**src/sideband_pkg.sv**
```systemverilog
// Constants shared by the module sideband control logic
`default_nettype none
package sideband_pkg;

  // ==========================================================
  // Clock and timing
  localparam int CLK_MHZ = 250;
  // Shortest low level on the module reset pin that counts as a reset
  localparam int RESET_MIN_NS = 10000;
  localparam int RESET_MIN_CYC = (RESET_MIN_NS * CLK_MHZ + 999) / 1000;
  localparam int RST_CNT_W = 12;
  localparam logic [RST_CNT_W-1:0] RESET_MIN_CNT = RST_CNT_W'(RESET_MIN_CYC);

  // ==========================================================
  // Pin synchroniser: bit positions and idle levels
  localparam int SYNC_W = 5;
  localparam int PIN_SEL = 4;
  localparam int PIN_MRST = 3;
  localparam int PIN_LP = 2;
  localparam int PIN_SCL = 1;
  localparam int PIN_SDA = 0;
  localparam logic [SYNC_W-1:0] SYNC_RESET_VAL = 5'h1b;

  // ==========================================================
  // Management bus
  localparam logic [6:0] DEV_ADDR = 7'h50;
  localparam logic [7:0] SETTINGS_DEFAULT = 8'h00;
  // Status byte fields
  localparam int STAT_FAULT = 0;
  localparam int STAT_DONE = 1;
  localparam int STAT_LP = 2;

  typedef enum logic [2:0] {
    ST_IDLE,
    ST_ADDR,
    ST_ADDR_ACK,
    ST_WR_DATA,
    ST_WR_ACK,
    ST_RD_DATA,
    ST_RD_ACK
  } bus_state_t;

endpackage : sideband_pkg
`default_nettype wire

```
**src/module_sideband_control.sv**
```systemverilog
// Sideband control, status and management bus slave of a cable end
//
// Operation
// RQ1: With select low, the module answers management bus commands.
// RQ2: With select high, no acknowledge and no answer on the bus.
// RQ3: Host drives only one module's select low on a shared bus.
// RQ4: An undriven select reads high through the internal pull-up.
// RQ5: Reset held low past minimum length restores all settings to default.
// RQ6: Host ignores status bits until reset completion is flagged.
// RQ7: After insertion, reset completion is flagged without a reset pulse.
// RQ8: Interrupt is open collector, pulled low on a flagged condition.
// RQ9: Host reads the module over the bus to find the interrupt cause.
// RQ10: Presence output is tied low inside the module.
// RQ11: Low-power input is active high and selects the low-power state.
// RQ12: Reset input synchronised, shorter low pulses than minimum ignored.
// RQ13: Interrupt released once causes are read and none remains.
`timescale 1ns/10ps
`default_nettype none

module module_sideband_control
  import sideband_pkg::*;
(
  // Clock and reset
  input wire logic clk_sys,
  input wire logic rst_n,
  // Host sideband pins
  input wire logic bus_select_n,
  input wire logic module_reset_n,
  input wire logic low_power_request,
  output logic fault_irq_n,
  output logic fault_irq_n_oe,
  output logic present_n,
  // Two-wire management bus
  input wire logic scl,
  input wire logic sda_i,
  output logic sda_o,
  output logic sda_oe,
  // Module core
  input wire logic fault_event,
  output logic low_power_state,
  output logic [7:0] user_settings,
  output logic module_in_reset
);

  // ==========================================================
  // Pin synchronisers
  logic [SYNC_W-1:0] pins_s;
  logic sel_n_s;
  logic mrst_n_s;
  logic lp_s;
  logic scl_s;
  logic sda_s;

  // RQ4 idle-high select
  // Select resets high, so an unselected module stays silent
  pin_sync #(
    .WIDTH(SYNC_W),
    .RESET_VAL(SYNC_RESET_VAL)
  ) u_pin_sync (
    .clk_sys(clk_sys),
    .rst_n(rst_n),
    .pin_in({bus_select_n, module_reset_n, low_power_request, scl, sda_i}),
    .pin_sync_out(pins_s)
  );

  assign sel_n_s = pins_s[PIN_SEL];
  assign mrst_n_s = pins_s[PIN_MRST];
  assign lp_s = pins_s[PIN_LP];
  assign scl_s = pins_s[PIN_SCL];
  assign sda_s = pins_s[PIN_SDA];

  // ==========================================================
  // Module reset qualifier
  logic [RST_CNT_W-1:0] rst_cnt_r, rst_cnt_nxt;
  logic in_reset_r, in_reset_nxt;
  logic rst_release;

  always_comb begin
    rst_cnt_nxt = rst_cnt_r;
    in_reset_nxt = in_reset_r;
    // RQ12 pulse width filter
    if (!mrst_n_s) begin
      if (rst_cnt_r != RESET_MIN_CNT) begin
        rst_cnt_nxt = rst_cnt_r + 1'b1;
      end else begin
        in_reset_nxt = 1'b1;
      end
    end else begin
      rst_cnt_nxt = '0;
      in_reset_nxt = 1'b0;
    end
  end

  always_ff @(posedge clk_sys or negedge rst_n) begin
    if (!rst_n) begin
      rst_cnt_r <= '0;
      in_reset_r <= 1'b0;
    end else begin
      rst_cnt_r <= rst_cnt_nxt;
      in_reset_r <= in_reset_nxt;
    end
  end

  assign rst_release = in_reset_r && !in_reset_nxt;

  // ==========================================================
  // Management bus slave and flags
  function automatic logic [7:0] status_byte(input logic fault,
                                             input logic done,
                                             input logic lp);
    logic [7:0] b;
    b = 8'h00;
    b[STAT_FAULT] = fault;
    b[STAT_DONE] = done;
    b[STAT_LP] = lp;
    return b;
  endfunction : status_byte

  bus_state_t state_r, state_nxt;
  logic scl_d_r, sda_d_r;
  logic [7:0] shift_r, shift_nxt;
  logic [7:0] tx_r, tx_nxt;
  logic [2:0] bit_cnt_r, bit_cnt_nxt;
  logic full_r, full_nxt;
  logic rw_r, rw_nxt;
  logic more_r, more_nxt;
  logic sda_oe_r, sda_oe_nxt;
  logic [7:0] settings_r, settings_nxt;
  logic fault_r, fault_nxt;
  logic done_r, done_nxt;
  logic lp_r;
  logic irq_oe_r;
  logic scl_rise, scl_fall, start_c, stop_c;
  logic clr_fault, clr_done;

  assign scl_rise = scl_s && !scl_d_r;
  assign scl_fall = !scl_s && scl_d_r;
  assign start_c = scl_s && scl_d_r && sda_d_r && !sda_s;
  assign stop_c = scl_s && scl_d_r && !sda_d_r && sda_s;

  always_comb begin
    state_nxt = state_r;
    shift_nxt = shift_r;
    tx_nxt = tx_r;
    bit_cnt_nxt = bit_cnt_r;
    full_nxt = full_r;
    rw_nxt = rw_r;
    more_nxt = more_r;
    sda_oe_nxt = sda_oe_r;
    settings_nxt = settings_r;
    clr_fault = 1'b0;
    clr_done = 1'b0;
    if (in_reset_r) begin
      // RQ5 defaults restored
      state_nxt = ST_IDLE;
      sda_oe_nxt = 1'b0;
      settings_nxt = SETTINGS_DEFAULT;
      clr_fault = 1'b1;
      clr_done = 1'b1;
    // RQ2 deselected is silent
    end else if (sel_n_s || stop_c) begin
      state_nxt = ST_IDLE;
      sda_oe_nxt = 1'b0;
    // RQ1 selected module answers
    end else if (start_c) begin
      state_nxt = ST_ADDR;
      bit_cnt_nxt = '0;
      full_nxt = 1'b0;
      sda_oe_nxt = 1'b0;
    end else begin
      case (state_r)
        ST_ADDR, ST_WR_DATA: begin
          if (scl_rise) begin
            shift_nxt = {shift_r[6:0], sda_s};
            bit_cnt_nxt = bit_cnt_r + 1'b1;
            full_nxt = (bit_cnt_r == 3'h7);
          end else if (scl_fall && full_r) begin
            full_nxt = 1'b0;
            if (state_r == ST_WR_DATA) begin
              settings_nxt = shift_r;
              sda_oe_nxt = 1'b1;
              state_nxt = ST_WR_ACK;
            end else if (shift_r[7:1] == DEV_ADDR) begin
              rw_nxt = shift_r[0];
              sda_oe_nxt = 1'b1;
              state_nxt = ST_ADDR_ACK;
            end else begin
              state_nxt = ST_IDLE;
            end
          end
        end
        ST_ADDR_ACK, ST_WR_ACK, ST_RD_ACK: begin
          if (scl_rise && state_r == ST_RD_ACK) begin
            more_nxt = !sda_s;
          end else if (scl_fall) begin
            bit_cnt_nxt = '0;
            sda_oe_nxt = 1'b0;
            state_nxt = ST_WR_DATA;
            if ((state_r == ST_ADDR_ACK && rw_r) ||
                (state_r == ST_RD_ACK && more_r)) begin
              // RQ13 reading clears reported flags
              tx_nxt = status_byte(fault_r, done_r, lp_r);
              clr_fault = fault_r;
              clr_done = done_r;
              sda_oe_nxt = !tx_nxt[7];
              state_nxt = ST_RD_DATA;
            end else if (state_r == ST_RD_ACK) begin
              // Master NACK ends the read
              state_nxt = ST_IDLE;
            end
          end
        end
        ST_RD_DATA: begin
          if (scl_rise) begin
            bit_cnt_nxt = bit_cnt_r + 1'b1;
            full_nxt = (bit_cnt_r == 3'h7);
          end else if (scl_fall) begin
            if (full_r) begin
              full_nxt = 1'b0;
              sda_oe_nxt = 1'b0;
              state_nxt = ST_RD_ACK;
            end else begin
              tx_nxt = {tx_r[6:0], 1'b0};
              sda_oe_nxt = !tx_r[6];
            end
          end
        end
        default: begin
          sda_oe_nxt = 1'b0;
        end
      endcase
    end
    // Set wins over clear, so no event is lost while being read
    fault_nxt = (fault_r && !clr_fault) || (fault_event && !in_reset_r);
    // RQ6 completion flagged only once reset ends
    done_nxt = (done_r && !clr_done) || rst_release;
  end

  always_ff @(posedge clk_sys or negedge rst_n) begin
    if (!rst_n) begin
      state_r <= ST_IDLE;
      scl_d_r <= 1'b1;
      sda_d_r <= 1'b1;
      shift_r <= 8'h00;
      tx_r <= 8'h00;
      bit_cnt_r <= 3'h0;
      full_r <= 1'b0;
      rw_r <= 1'b0;
      more_r <= 1'b0;
      sda_oe_r <= 1'b0;
      settings_r <= SETTINGS_DEFAULT;
      fault_r <= 1'b0;
      // RQ7 completion flagged at insertion
      done_r <= 1'b1;
      lp_r <= 1'b0;
      irq_oe_r <= 1'b0;
    end else begin
      state_r <= state_nxt;
      scl_d_r <= scl_s;
      sda_d_r <= sda_s;
      shift_r <= shift_nxt;
      tx_r <= tx_nxt;
      bit_cnt_r <= bit_cnt_nxt;
      full_r <= full_nxt;
      rw_r <= rw_nxt;
      more_r <= more_nxt;
      sda_oe_r <= sda_oe_nxt;
      settings_r <= settings_nxt;
      fault_r <= fault_nxt;
      done_r <= done_nxt;
      // RQ11 low-power follows request
      lp_r <= lp_s;
      // RQ8 pull low while a flag stands
      irq_oe_r <= fault_nxt || done_nxt;
    end
  end

  // ==========================================================
  // Outputs
  // RQ8 open collector drives only low
  assign fault_irq_n = 1'b0;
  assign fault_irq_n_oe = irq_oe_r;
  // RQ10 presence grounded
  assign present_n = 1'b0;
  assign sda_o = 1'b0;
  assign sda_oe = sda_oe_r;
  assign low_power_state = lp_r;
  assign user_settings = settings_r;
  assign module_in_reset = in_reset_r;

endmodule : module_sideband_control

`default_nettype wire

```
**src/pin_sync.sv**
```systemverilog
// Two-flop synchroniser for pins from outside the clock domain
`timescale 1ns/10ps
`default_nettype none

module pin_sync #(
  parameter int WIDTH = 1,
  parameter logic [WIDTH-1:0] RESET_VAL = '0
) (
  // Clock and reset
  input wire logic clk_sys,
  input wire logic rst_n,
  // Pins in, synchronised levels out
  input wire logic [WIDTH-1:0] pin_in,
  output logic [WIDTH-1:0] pin_sync_out
);

  logic [WIDTH-1:0] meta_r;
  logic [WIDTH-1:0] stable_r;

  // First stage feeds only the second stage
  always_ff @(posedge clk_sys or negedge rst_n) begin
    if (!rst_n) begin
      meta_r <= RESET_VAL;
      stable_r <= RESET_VAL;
    end else begin
      meta_r <= pin_in;
      stable_r <= meta_r;
    end
  end

  assign pin_sync_out = stable_r;

endmodule : pin_sync

`default_nettype wire

```
**config.mk**
```make
export PLATFORM = sky130hd
export DESIGN_NAME = module_sideband_control
export DESIGN_NICKNAME = d
export VERILOG_FILES = /design/src/sideband_pkg.sv /design/src/module_sideband_control.sv /design/src/pin_sync.sv
export SDC_FILE = /design/constraint.sdc
export NUM_CORES = 1
export LEC_CHECK = 0
export BUFFER_PORTS_ARGS = -buffer_cell sky130_fd_sc_hd__buf_2
export CAP_MARGIN = 40
export CORE_UTILIZATION = 59
export DETAILED_ROUTE_END_ITERATION = 7
export PLACE_DENSITY = 0.85
export SYNTH_ARGS = -nofsm -noshare
export SYNTH_HDL_FRONTEND = slang
export SYNTH_SLANG_ARGS = --single-unit
```
**constraint.sdc**
```tcl
create_clock -name clk_sys -period 2.65 [get_ports clk_sys]
set_input_delay 0.1325 -clock clk_sys [delete_from_list [all_inputs] [get_ports clk_sys]]
set_output_delay 0.1325 -clock clk_sys [all_outputs]
set_load 0.01 [all_outputs]
```
* Word level (Yosys, flattened, before mapping)
Index checks and enable logic that the tools add are counted.
** Storage, ports and cells
- Bits in registers :: 62
- Bits of input ports :: 8
- Output and inout port bits :: 15
- Word-level logic and storage cells :: 178
** Cells by class
- Add/subtract/negate cells :: 2
- Eq/ne operators :: 31
- Mux-type cells :: 72
- Bitwise logic cells :: 5
- Reduce and logical (&&, ||, !) cells :: 49
** Operator list (number)
- 8-bit two-way mux :: 7
- 3-bit two-way mux :: 16
- 7-bit two-way mux :: 6
- 5-bit != test (second input constant) :: 7
- 1-bit two-way mux :: 34
- 12-bit two-way mux :: 2
- 2-bit != test (second input constant) :: 9
- 8-bit AND reduction :: 2
- 1-bit logical AND :: 15
- 5-bit AND reduction :: 3
- 7-bit case mux with 2 select lines :: 1
- 12-bit by 1-bit adder with 12-bit output (second input constant) :: 1
- 3-bit equality test (second input constant) :: 4
- 12-bit != test (second input constant) :: 1
- 6-bit AND reduction :: 2
- 10-bit AND reduction :: 1
- 2-bit nonzero test :: 5
- 1-bit logical NOT :: 9
- 3-bit case mux with 3 select lines :: 1
- 4-bit != test (second input constant) :: 2
- 7-bit equality test (second input constant) :: 1
- 7-bit AND reduction :: 1
- 3-bit by 2-bit equality test with 1-bit output (second input constant) :: 2
- 3-bit != test (second input constant) :: 2
- 14 further kinds :: 25

* Longest topological paths before layout
- Depth in word-level cells :: 14
- Gate-level depth with buffers :: 8
- Gate-level depth less buffers :: 7

* By module
From an unflattened synthesis, not the netlist that was laid out.
** Unflattened totals
- Cell total of the unflattened synthesis :: 265
- Area total of the unflattened synthesis :: 2899.0 um2
** Modules (own cells, without submodules)
- module_sideband_control :: instances 1, cells an instance 255, area an instance 2638.8 um2, seq. area each 1305.0 um2
- pin_sync :: instances 1, cells an instance 10, area an instance 260.2 um2, seq. area each 260.2 um2

* Least setup slack after synthesis
No wires, ideal clock.
- Path kind :: reg-to-reg
- From :: register scl_d_r
- To :: register tx_r[0]
- Setup time :: 125 ps
- Data arrival time :: 2047 ps
- Required time :: 2525 ps
- Setup slack :: 478 ps
- Cell stages (with the launch flop) :: 9
- Path buffers :: 2
- Clock period less this slack :: 2172 ps
- Cell sequence :: dfstp_2 inv_1 ha_1 clkbuf_1 o22ai_1 a21oi_1 or4_1 buf_6 mux2_4
** On the way
- Cells in the longest elaborated chain, start to end :: 6
- Elaborated cells between the ends (all ways) :: 17
- Those cells by class :: eq/ne (4); bitwise (2); reduce/logical (11)
** Ends and longest elaborated chain
- start: declaration :: line module_sideband_control.sv:120 : logic scl_d_r, sda_d_r;
- start signal: assignment :: line module_sideband_control.sv:259 : scl_d_r <= scl_s;
- branches (longest 5 deep; another with 2-bit != test)
- 10-bit AND reduction (no line) (*)
- end signal: assignment :: line module_sideband_control.sv:262 : tx_r <= tx_nxt;
- end: declaration :: line module_sideband_control.sv:122 : logic [7:0] tx_r, tx_nxt;
Mark *: on every way between the ends.
A chain may end at the register's enable or synchronous reset.

* Worst setup path after layout
- From :: register scl_d_r
- To :: register tx_r[1]
Same word-level chain as after synthesis.

==> flow_summary.yaml <==
global_route:
  track_usage_pct: 23.9
  grt_pass1_wl_mm: 9.32
  gr-total-overflow: 0
  antenna_found_initial: 0
  grt_pass1_vias: 2027
  grt_max_degree: 63
clock_network:
  cts_buffers: 9
  tritoncts: "built"
  clockRootBuffer: "clkbuf_8"
  clock_latency_ns: 0.34
  cts_buffer_depth: 2
  clkTransAtPathRegs_ns: 0.07
  postCtsSetupRepairBufs: 0
  htree_levels: 3
  cts_num_sinks: 62
yosys:
  netlist_top_cells_count: "51 x dfrtp_1, 23 x nand2_1, 22 x nor2_1"
  yosysMostFrequentCell: "dfrtp_1"
  yosys.area.top_type: "dfrtp_1"
  synth_compound_area_share_pct: 11.9
  yosys_warnings: 0
  synth-edff-count: 0
  ys.flop_type: "dfrtp_1"
  synth_top_area_share_pct: 43.4
  postSynthCellCount: 270
  ys_top_cells_by_area: "dfrtp_1 43%, dfstp_2 9.8%, mux2_2 4.6%"
  synth_top_family_by_area: "simple AND/OR/NAND/NOR gates"
  synth_mux_area_share_pct: 8.55
  synth_seq_cells: 62
  synth_cell_type_count: 57
  syn_area_per_cell_um2: 10.9
  yosys.area_share.simple_pct: 15.7
  syn_area_um2: 2940
  ys_async_sr_fraction_pct: 100
  synth_fa_ha_area_share_pct: 2.98
  seq_area_frac_synth_pct: 53.2
  synth-xor-area-share_pct: 2.98
power:
  cellLeakagePower_nw: 1.56
  finalPower_mw: 1.91
  powerDensity_nw_per_um2: 568
  vdd_ir_drop_max_mv: 0.662
worst_setup_path:
  cp-start-kind: "flip-flop"
  crit_path_top_delay_cell: "or4_1"
  worstPathRequired_ns: 2.87
  crit_arrival_ns: 2.60
  end_kind: "flip-flop"
  cp_max_fo: 7
  max_stage_delay_ns: 0.69
  crit_type: "flip-flop to flip-flop"
  path_cells: "inv_1 -> ha_1 -> o21a_1 -> o22ai_1 -> a21oi_1 -> or4_1 -> mux2_4"
final_layout:
  syn_to_final_growth_pct: 14.4
  drive_gt1_share_pct: 22.9
  finish.net_count: 316
  num_antenna_cells: 0
  final_area_um2: 3370
  final_util_pct: 70.8
  fin_cells: 373
place:
  placed_cells: 351
  hpwl_mm: 3.62
  gp_congestion: 0.888
  port-buffer-count: 19
  placed_area_um2: 3100
run_status:
  status: "complete, no violations"
route:
  drt_iter0_markers: 264
  viasPerCell: 5.58
  drc_errors: 0
  ant_nets: 0
  dr.pass1.iters: 4
  post_drt_wl_per_cell_um: 14.6
  wl_mm: 5.46
  vias: 2081
die:
  ios: 23
  die_y_um: 72.6
  rows: 25
  start_util_pct: 61.9
  core_area_um2: 4750
  dieArea_um2: 5270
  die_w_um: 72.6
sta:
  timing.slew.headroom_pct: 38.6
  finalSetupViolCount: 0
  rsz0062_at_grt: "no"
  fin_tns_setup_ns: 0
  final.min_clock_period_ns: 2.38
  fin_skew_ns: 0.00710
  worstMarginPinSlew_ns: 0.914
  hold_viol: 0
  drv_slew: 0
  clock.fmax_mhz: 420
  min_period_over_period_pct: 89.8
run:
  maxCapViolCount: 0
hold_path:
  worstHoldPathType: "primary input to flip-flop"
[critical path, delay by kind of cell, from the launching register on]
kind	cells	cell delay, ns
mux	1	0.37
flops	1	0.55
buf+inv	1	0.04
fa+ha+maj	1	0.21
compound gates	3	0.40
simple gates	1	0.69
[final timing paths]
check,cells after the start,endpoint,startpoint,slack [ns]
worst max-delay path,7,tx_r[1],scl_d_r,0.27
worst min-delay path,3,fault_r,fault_event,0.05
worst max register to register,7,tx_r[1],scl_d_r,0.27
worst min register to register,0,low_power_state,u_pin_sync.pin_sync_out[2],0.35
max in group asynchronous,3,tx_r[1],rst_n,1.68
min in group asynchronous,3,state_r[1],rst_n,0.47
[state kept, by name, indices dropped and copies added, names as in the netlist]
signal	count
bit_cnt_r	3
done_r	1
fault_irq_n_oe	1
fault_r	1
full_r	1
low_power_state	1
module_in_reset	1
more_r	1
rst_cnt_r	12
rw_r	1
scl_d_r	1
sda_d_r	1
sda_oe	1
shift_r	8
state_r	3
tx_r	7
u_pin_sync.meta_r	5
u_pin_sync.pin_sync_out	5
user_settings	8
[per-stage QoR]
stage               setup WS [ns]  hold WS [ns]
floorplan                   0.478        -0.163
global placement            0.354         0.238
detailed placement          0.287         0.239
CTS                         0.274        0.0309
global route                0.177        0.0597
finish                      0.271        0.0508
[layer usage]
metal / routed length (µm) / vias to the layer above / GRT usage, %
met1: 2590 / 1011 / 33.3
li1: - / 1009 / -
met3: 266 / 7 / 7.46
met2: 2510 / 54 / 34.2
met4: 95 / 0 / 11.3
met5: 0 / - / 0
[report_power, final]
part	total (mW)	internal [mW]	leakage [nW]	switching, mW
clock	0.841	0.485	0.0996	0.357
sequential	0.987	0.969	0.808	0.0180
combinational	0.0829	0.0315	0.651	0.0514
[cells in the final DEF, fill, tap and decap left out, types with 5 or more instances in the layout]
cell type / n
a21oi_1: 10
a22o_1: 8
buf_2: 19
buf_4: 7
clkbuf_8: 11
dfrtp_1: 51
dfstp_2: 11
dlygate4sd3_1: 6
ha_1: 7
inv_1: 14
mux2_2: 12
mux2i_1: 6
nand2_1: 23
nand3_1: 10
nor2_1: 22
nor3_1: 7
o21ai_0: 8
xnor2_1: 5
xor2_1: 5
[cell families after synthesis]
family | count (synthesis)
simple gates | 90
flops | 62
compound gates | 49
buf+inv | 29
mux | 22
xor+xnor | 10
fa+ha+maj | 7
other cells | 1
[timing repair]
action                                 CTS  global route
setup endpoints to repair                0             0
endpoints found under the hold margin   56             0
hold buffers                             6             0
gates resized for setup                  0             0
[cell type report]
type | count | area, µm²
Inverter | 15 | 56.3
Sequential cell | 62 | 1570
Clock buffer | 13 | 159
Clock inverter | 3 | 42.5
Fill cell | 369 | 1390
Tap cell | 67 | 83.8
Timing Repair Buffer | 32 | 208
Multi-Input combinational cell | 181 | 1250
No activity file was read; power rests on OpenSTA's default activity.
